==> src/ict_pkg.sv <==
// Package: constants and types of the channel transfer engine
package ict_pkg;
  localparam int CLK_PERIOD_NS = 5;
  localparam int WIN_NS = 1000;
  localparam int WIN_CYC = (WIN_NS / CLK_PERIOD_NS < 1) ? 1 : WIN_NS / CLK_PERIOD_NS;
  localparam int WIN_W = $clog2(WIN_CYC + 1);
  localparam int WORD_W = 36;
  localparam int REG_W = 15;
  // Upper five bits of the nine-bit unit code; units 1 to 10 in the low four
  localparam logic [4:0] UNIT_BCD = 5'h08;
  localparam logic [4:0] UNIT_BIN = 5'h09;
  localparam logic [3:0] MAX_UNITS = 4'ha;
  localparam logic [2:0] OP_TRANSFER = 3'h7;
  localparam logic [14:0] REG_RST = 15'h0000;
  // Command word, bit S (the sign) first
  typedef struct packed {
    logic [2:0] op;
    logic [14:0] count;
    logic rsv18;
    logic nontx;
    logic rsv20;
    logic [14:0] addr;
  } ict_cmd_t;
  // Joint address of a unit-selection instruction
  typedef struct packed {
    logic [1:0] unused;
    logic [3:0] chan;
    logic [4:0] mode;
    logic [3:0] unit;
  } ict_sel_t;
  typedef enum logic [4:0] {
    ST_IDLE = 5'h01,
    ST_SEL = 5'h02,
    ST_FETCH = 5'h04,
    ST_LOAD = 5'h08,
    ST_XFER = 5'h10
  } ict_state_t;
endpackage : ict_pkg

==> src/ict_channel.sv <==
// Data channel: unit selection, command load, word transfer and storage arbitration
`timescale 1ns/1ps
`default_nettype none
module ict_channel #(
  parameter logic [3:0] CHAN_NUM = 4'h1,
  parameter logic [11:0] START_OPCODE = 12'h001,
  parameter int NCH = 8
) (
  // Clock and reset
  input wire logic clk,
  input wire logic rst,
  // Processor instruction stream
  input wire logic cpu_sel_valid,
  input wire logic cpu_sel_write,
  input wire ict_pkg::ict_sel_t cpu_sel_addr,
  input wire logic cpu_start_valid,
  input wire logic [11:0] cpu_start_opcode,
  input wire logic [14:0] cpu_start_addr,
  input wire logic cpu_io_test,
  output logic io_check,
  output logic chan_busy,
  output ict_pkg::ict_cmd_t stat_word,
  output logic [14:0] stat_loc,
  // Processor storage access
  input wire logic cpu_mem_req,
  output logic cpu_mem_gnt,
  output logic cpu_stall,
  // Other channels' storage requests, index 0 unused
  input wire logic [NCH-1:0] ext_chan_req,
  output logic [NCH-1:0] chan_gnt,
  // Core storage
  output logic mem_req,
  output logic mem_we,
  output logic [14:0] mem_addr,
  output logic [35:0] mem_wdata,
  input wire logic [35:0] mem_rdata,
  // Tape unit control
  output logic tape_sel,
  output logic tape_sel_write,
  output logic tape_sel_binary,
  output logic [3:0] tape_sel_unit,
  output logic tape_disc,
  input wire logic tape_eof,
  // Tape word streams
  input wire logic tape_rd_valid,
  input wire logic [35:0] tape_rd_data,
  output logic tape_rd_ready,
  output logic tape_wr_valid,
  output logic [35:0] tape_wr_data,
  input wire logic tape_wr_ready
);
  import ict_pkg::*;

  ict_state_t state_r, state_nxt;
  logic [14:0] count_r, addr_r, loc_r;
  logic [3:0] oper_r;
  logic [35:0] buf_r;
  logic buf_full_r, rd_pend_r, writing_r, binary_r, check_r;
  logic [3:0] unit_r;
  logic [WIN_W-1:0] win_r;

  ////////////////////////////////////////////////////////////////////////////
  // Decode
  // channel field match
  wire sel_chan_hit = cpu_sel_addr.chan == CHAN_NUM;
  wire sel_bcd = cpu_sel_addr.mode == UNIT_BCD;
  wire sel_bin = cpu_sel_addr.mode == UNIT_BIN;
  wire sel_unit_ok = cpu_sel_addr.unit != 4'h0 && cpu_sel_addr.unit <= MAX_UNITS;
  wire sel_hit = cpu_sel_valid && sel_chan_hit && (sel_bcd || sel_bin) && sel_unit_ok;
  wire start_hit = cpu_start_valid && cpu_start_opcode == START_OPCODE;
  wire connected = state_r != ST_IDLE;
  wire in_sel = state_r == ST_SEL;
  wire in_xfer = state_r == ST_XFER;
  wire win_over = in_sel && win_r == WIN_W'(WIN_CYC);
  ict_cmd_t cmd;
  assign cmd = mem_rdata;
  wire cmd_xfer = cmd.op == OP_TRANSFER;
  wire skip = ~writing_r && oper_r[0];
  wire cnt_zero = count_r == REG_RST;
  wire eof_hit = in_xfer && ~writing_r && tape_eof;
  wire own_req = (state_r == ST_FETCH && !rd_pend_r)
    || (in_xfer && !eof_hit && !cnt_zero && !skip && !rd_pend_r && (writing_r ? !buf_full_r : buf_full_r));
  wire skip_step = in_xfer && skip && buf_full_r && !cnt_zero && !eof_hit;
  wire wr_out = in_xfer && writing_r && tape_wr_ready && buf_full_r;

  ////////////////////////////////////////////////////////////////////////////
  // Storage arbitration
  // lowest index wins
  wire [NCH-1:0] chan_req = {ext_chan_req[NCH-1:1], own_req};
  assign chan_gnt = chan_req & (~chan_req + NCH'(1));
  wire any_chan = |chan_req;
  wire own_gnt = chan_gnt[0];
  // channels always ahead of the processor
  assign cpu_stall = cpu_mem_req && any_chan;
  assign cpu_mem_gnt = cpu_mem_req && !any_chan;
  assign mem_req = own_req;
  assign mem_we = in_xfer && !writing_r;
  assign mem_addr = in_xfer ? addr_r : loc_r;
  assign mem_wdata = buf_r;
  assign tape_wr_data = buf_r;
  assign tape_wr_valid = in_xfer && writing_r && buf_full_r;
  assign tape_rd_ready = in_xfer && !writing_r && !buf_full_r && !cnt_zero;
  wire rd_in = tape_rd_valid && tape_rd_ready;
  wire word_done = (own_gnt && in_xfer) || skip_step;

  ////////////////////////////////////////////////////////////////////////////
  // Sequencer
  always_comb
  begin
    state_nxt = state_r;
    unique case (state_r)
      ST_IDLE:
        if (sel_hit) state_nxt = ST_SEL;
      ST_SEL:
        if (start_hit) state_nxt = ST_FETCH;
        else if (win_over) state_nxt = ST_IDLE;
      ST_FETCH:
        if (own_gnt) state_nxt = ST_LOAD;
      ST_LOAD:
        state_nxt = cmd_xfer ? ST_FETCH : ST_XFER;
      ST_XFER:
        // end of file or count exhausted
        if (eof_hit || (cnt_zero && !buf_full_r && !rd_pend_r)) state_nxt = ST_IDLE;
    endcase
  end

  always_ff @(posedge clk)
  begin
    if (rst) state_r <= ST_IDLE;
    else state_r <= state_nxt;
  end

  always_ff @(posedge clk)
  begin
    if (rst || !in_sel) win_r <= '0;
    else win_r <= win_r + WIN_W'(1);
  end

  // direction and mode latched at select
  always_ff @(posedge clk)
  begin
    if (rst)
    begin
      writing_r <= 1'b0;
      binary_r <= 1'b0;
      unit_r <= 4'h0;
    end
    else if (sel_hit && state_r == ST_IDLE)
    begin
      writing_r <= cpu_sel_write;
      binary_r <= sel_bin;
      unit_r <= cpu_sel_addr.unit;
    end
  end

  ////////////////////////////////////////////////////////////////////////////
  // Control registers
  // command pointer
  always_ff @(posedge clk)
  begin
    if (rst) loc_r <= REG_RST;
    else if (in_sel && start_hit) loc_r <= cpu_start_addr;
    else if (state_r == ST_LOAD && cmd_xfer) loc_r <= cmd.addr;
    else if (state_r == ST_FETCH && own_gnt) loc_r <= loc_r + 15'h0001;
  end

  always_ff @(posedge clk)
  begin
    if (rst)
    begin
      count_r <= REG_RST;
      addr_r <= REG_RST;
      oper_r <= 4'h0;
    end
    else if (state_r == ST_LOAD && !cmd_xfer)
    begin
      count_r <= cmd.count;
      addr_r <= cmd.addr;
      oper_r <= {cmd.op, cmd.nontx};
    end
    else if (word_done)
    begin
      count_r <= count_r - 15'h0001;
      addr_r <= addr_r + 15'h0001;
    end
  end

  // Read data comes back one cycle after the grant
  always_ff @(posedge clk)
  begin
    if (rst) rd_pend_r <= 1'b0;
    else rd_pend_r <= own_gnt && !mem_we;
  end

  always_ff @(posedge clk)
  begin
    if (rst)
    begin
      buf_r <= '0;
      buf_full_r <= 1'b0;
    end
    else if (rd_pend_r && in_xfer)
    begin
      buf_r <= mem_rdata;
      buf_full_r <= 1'b1;
    end
    else if (rd_in)
    begin
      buf_r <= tape_rd_data;
      buf_full_r <= 1'b1;
    end
    else if (word_done || wr_out || !in_xfer) buf_full_r <= 1'b0;
  end

  // set wins over the test clear
  always_ff @(posedge clk)
  begin
    if (rst) check_r <= 1'b0;
    else if (start_hit && !in_sel) check_r <= 1'b1;
    else if (cpu_io_test) check_r <= 1'b0;
  end

  ////////////////////////////////////////////////////////////////////////////
  // Outputs
  assign io_check = check_r;
  assign chan_busy = in_xfer || state_r == ST_FETCH || state_r == ST_LOAD;
  assign stat_word = '{op: oper_r[3:1], count: count_r, rsv18: 1'b0, nontx: oper_r[0],
    rsv20: 1'b0, addr: addr_r};
  assign stat_loc = loc_r;
  assign tape_sel = in_sel;
  assign tape_sel_write = writing_r;
  assign tape_sel_binary = binary_r;
  assign tape_sel_unit = unit_r;
  assign tape_disc = connected && state_nxt == ST_IDLE;

  ////////////////////////////////////////////////////////////////////////////
  // Checks
  property p_cpu_waits;
    @(posedge clk) disable iff (rst) cpu_mem_req && any_chan |-> !cpu_mem_gnt && cpu_stall;
  endproperty
  a_cpu_waits: assert property (p_cpu_waits) else $error("processor granted over channel");

  property p_idle_grant;
    @(posedge clk) disable iff (rst) !cpu_mem_req && own_req && !(|ext_chan_req[NCH-1:1]) |-> own_gnt && !cpu_stall;
  endproperty
  a_idle_grant: assert property (p_idle_grant) else $error("idle storage not granted");

  property p_one_grant;
    @(posedge clk) disable iff (rst) $onehot0(chan_gnt) && (chan_gnt & ~chan_req) == '0 && (any_chan == (|chan_gnt));
  endproperty
  a_one_grant: assert property (p_one_grant) else $error("bad channel grant");

  property p_count_step;
    @(posedge clk) disable iff (rst) word_done |=> count_r == $past(count_r) - 15'h0001;
  endproperty
  a_count_step: assert property (p_count_step) else $error("count not decremented");

  property p_addr_step;
    @(posedge clk) disable iff (rst) word_done |=> addr_r == $past(addr_r) + 15'h0001;
  endproperty
  a_addr_step: assert property (p_addr_step) else $error("address not incremented");

  property p_loc_next;
    @(posedge clk) disable iff (rst) state_r == ST_FETCH && own_gnt |=> loc_r == $past(loc_r) + 15'h0001;
  endproperty
  a_loc_next: assert property (p_loc_next) else $error("location not advanced");

  property p_skip;
    @(posedge clk) disable iff (rst) in_xfer && skip |-> !mem_req;
  endproperty
  a_skip: assert property (p_skip) else $error("storage touched in skip mode");

  property p_late;
    @(posedge clk) disable iff (rst) win_over && !start_hit |=> state_r == ST_IDLE;
  endproperty
  a_late: assert property (p_late) else $error("late start not dropped");

  property p_check;
    @(posedge clk) disable iff (rst) start_hit && !in_sel |=> io_check;
  endproperty
  a_check: assert property (p_check) else $error("check not set");

  property p_eof;
    @(posedge clk) disable iff (rst) eof_hit |=> state_r == ST_IDLE && $stable(addr_r) && $stable(loc_r)
      && $stable(count_r);
  endproperty
  a_eof: assert property (p_eof) else $error("eof did not end command");

  property p_zero;
    @(posedge clk) disable iff (rst) in_xfer && cnt_zero |-> !mem_req ##1 !word_done;
  endproperty
  a_zero: assert property (p_zero) else $error("transfer past zero count");

  property p_rd_stop;
    @(posedge clk) disable iff (rst) in_xfer && cnt_zero |-> !tape_rd_ready;
  endproperty
  a_rd_stop: assert property (p_rd_stop) else $error("tape word taken at zero count");
endmodule : ict_channel
`default_nettype wire

==> config.mk <==
export PLATFORM = sky130hd
export DESIGN_NAME = ict_channel
export DESIGN_NICKNAME = d
export VERILOG_FILES = /design/src/ict_pkg.sv /design/src/ict_channel.sv
export SDC_FILE = /design/constraint.sdc
export NUM_CORES = 1
export LEC_CHECK = 0
export ABC_CLOCK_PERIOD_IN_PS = 4500
export BUFFER_PORTS_ARGS = -buffer_cell sky130_fd_sc_hd__buf_4
export CAP_MARGIN = 20
export CORE_AREA = 2 2 113 115
export DETAILED_ROUTE_END_ITERATION = 7
export DIE_AREA = 0 0 115 117
export HOLD_SLACK_MARGIN = 0.12
export PLACE_DENSITY = 0.86
export SYNTH_ARGS = -nofsm -noshare
export SYNTH_HDL_FRONTEND = slang
export SYNTH_SLANG_ARGS = --single-unit
==> constraint.sdc <==
create_clock -name clk -period 4.5 [get_ports clk]
set_input_delay 1.35 -clock clk [delete_from_list [all_inputs] [get_ports clk]]
set_output_delay 1.35 -clock clk [all_outputs]
set_load 0.01 [all_outputs]
==> results.py <==
metrics = {
    "floorplanning": {
        "io_pins": 294,
        "die_y_um": 117,
        "rows": 41,
        "dieArea_um2": 13460,
        "start_util_pct": 50.10,
        "core_um2": 12310,
        "die_x_um": 115,
    },
    "power_and_ir_drop": {
        "power_density_nw_per_um2": 233.4,
        "ir_drop_mv": 0.1420,
        "p_leak_nw": 3.650,
    },
    "clocking": {
        "insertion_delay_ns": 0.35,
        "clk_pin_slew_ns": 0.08,
        "hold_buffers": 0,
        "cts_buffer_depth": 2,
        "cts_tree": "built",
        "cts_sinks": 107,
        "cts.htree.levels": 3,
        "cts_buffers": 9,
        "root_buffer": "clkbuf_16",
    },
    "worst_setup_path": {
        "ff2ff_setup_slack_ns": 1.49,
        "criticalPathCategory": "flip-flop to primary output",
        "reg2reg_from": "count_r[0]",
        "reg2reg_to": "count_r[2]",
        "reg2regPathDepth": 9,
        "cp-start-kind": "flip-flop",
        "path_max_fanout": 7,
        "cp.arrival_ns": 2.73,
        "end_kind": "primary output",
        "cp.required_ns": 3.15,
    },
    "timing": {
        "clock-skew-final_ns": 0.01227,
        "maxSlewViolCount": 0,
        "tightest_slew_ns": 0.9954,
        "rsz0062_at_grt": "false",
        "slew_headroom_pct": 33.64,
        "setup_viol": 0,
        "worst_hold_slack_ns": 0.4690,
        "setup-tns-final_ns": 0,
        "max_freq_mhz": 245.2,
        "fin_crit_ns": 4.079,
        "min_period_over_period_pct": 90.64,
        "hold_viol": 0,
    },
    "worst_hold_path": {
        "hold_class": "flip-flop to flip-flop",
        "hold_depth": 1,
        "min_from": "win_r[0]",
        "hold_end": "win_r[0]",
    },
    "flow_run": {
        "maxCapViolations": 0,
    },
    "synthesis": {
        "synth_edf_count": 0,
        "synth_ff_type": "dfxtp_1",
        "syn_area_um2": 6168,
        "syn_avg_cell_area_um2": 7.749,
        "ys_warn_count": 0,
        "synth.distinct_cells": 62,
        "ys_async_sr_fraction_pct": 0,
        "synth_cells": 796,
        "ys_seq_area_share_pct": 34.73,
        "synth-seq-cells": 107,
    },
    "route": {
        "first_pass_iters": 7,
        "ant_nets": 0,
        "wire_per_inst_um": 17.86,
        "drc": 0,
        "drt_iter0_markers": 616,
        "avgViaCountPerCell": 5.945,
        "wl_mm": 20.91,
        "vias": 6962,
    },
    "grt": {
        "overflow": 0,
        "grt_pass1_vias": 6266,
        "antenna_found_initial": 0,
        "grt_max_degree": 91,
        "grt_usage_pct": 29.17,
        "grt_pass1_wl_mm": 31.33,
    },
    "final_layout": {
        "diodes": 0,
        "areaGrowthSynthToFinish_pct": 36.17,
        "final_common_cell": "buf_4",
        "nets": 1153,
        "final_cell_area_um2": 8399,
        "post_route_cells_drive_above_1_share_pct": 32.42,
        "final_cell_mix": "buf_4, nand2_1, dfxtp_1",
    },
    "place": {
        "detailed_place_hpwl_mm": 15.26,
        "dpl_cell_area_um2": 8054,
        "port_buffers": 288,
        "gp_congestion": 0.9229,
    },
    "status": {
        "status": "complete, no violations",
    },
}
worst max path at each step:
stage,from,end,slack [ns],cells after the start
floorplan,tape_eof,cpu_mem_gnt,0.58,4
finish,count_r[0],cpu_mem_gnt,0.42,9
global placement,count_r[0],cpu_mem_gnt,0.53,9
global route,count_r[0],cpu_mem_gnt,0.16,9
CTS,count_r[0],cpu_mem_gnt,0.03,9
detailed placement,count_r[0],cpu_mem_gnt,0.43,9
cell usage after synthesis (all sizes together) (8+ instances only):
cell type / number / area [um2]
inv: 15 / 56.30
a311oi: 50 / 437.9
nor4b: 8 / 70.07
nand3: 27 / 135.1
dfxtp: 107 / 2142
a21oi: 21 / 105.1
or3: 8 / 50.05
o21ai: 10 / 50.05
mux2i: 14 / 140.1
nor3: 13 / 65.06
nor2: 94 / 352.8
nand4: 9 / 56.30
clkbuf: 36 / 135.1
xnor2: 10 / 87.58
buf: 57 / 419.2
and3: 18 / 112.6
or4: 8 / 60.06
o211ai: 8 / 60.06
a31oi: 10 / 62.56
nand2: 156 / 585.6
logic make-up after synthesis:
family          Yosys count  synth area share [%]
compound gates          168                 21.07
fa+ha+maj                 5                 1.014
xor+xnor                 16                 2.272
other cells               1               0.06079
flops                   107                 34.73
buf+inv                 108                 9.898
mux                      17                 2.819
simple gates            374                 28.13
cell type report:
class	count	area, um2
fillers	1096	3913
multi-input cells	582	3430
repair buffers	301	2260
flip-flops and latches	107	2142
clock buffers	9	225.2
well taps	150	187.7
clock inverters	7	98.84
inverters	15	56.30
flip-flops by register name, summed over array words and instances (netlist names):
name             count
tape_sel_binary      1
addr_r              15
rd_pend_r            1
buf_full_r           1
stat_loc            15
count_r             15
tape_sel_write       1
win_r                8
mem_wdata           36
tape_sel_unit        4
state_r              5
oper_r               4
io_check             1
report_power, final:
group	leakage [nW]	switching [W]	total, W	internal (W)
logic	2.63	0.0000633	0.000147	0.0000837
registers	0.861	0.000000109	0.000946	0.000946
clock network	0.156	0.000375	0.000867	0.000492
routing by layer:
metal / up-vias / GRT usage (%) / part of all wire [%]
li1: 3303 / - / -
met1: 3238 / 37.37 / 41
met2: 365 / 49.57 / 47
met3: 56 / 4.840 / 8.1
met4: 0 / 11.08 / 3.5
met5: - / 0 / 0
per-stage QoR:
stage / power (W) / utilization, % / worst slack, ns / instances
floorplan: 0.001002 / - / 0.5847 / 797
global placement: 0.001111 / 65.42 / 0.5335 / 1153
CTS: 0.001965 / 68.05 / 0.03391 / 1169
detailed placement: 0.001113 / 65.42 / 0.4337 / 1153
finish: 0.001960 / 68.22 / 0.4210 / 1171
global route: 0.002013 / 68.22 / 0.1610 / 1171
worst max-delay path, stage by stage (launching register included):
cell and delay (ns):
dfxtp_1 0.34, inv_1 0.10, ha_1 0.23, nor4b_2 0.40, nand4_1 0.25, a31oi_1 0.24
buf_4 0.17, nand3_1 0.14, nor4b_1 0.33, buf_4 0.18
what timing repair did:
| item | in CTS | in global routing |
|---|---|---|
| setup endpoints to repair | 0 | 8 |
| gates resized for setup | 0 | 1 |
| buffers inserted | 0 | 2 |
Power figures use the tool's default switching activity.
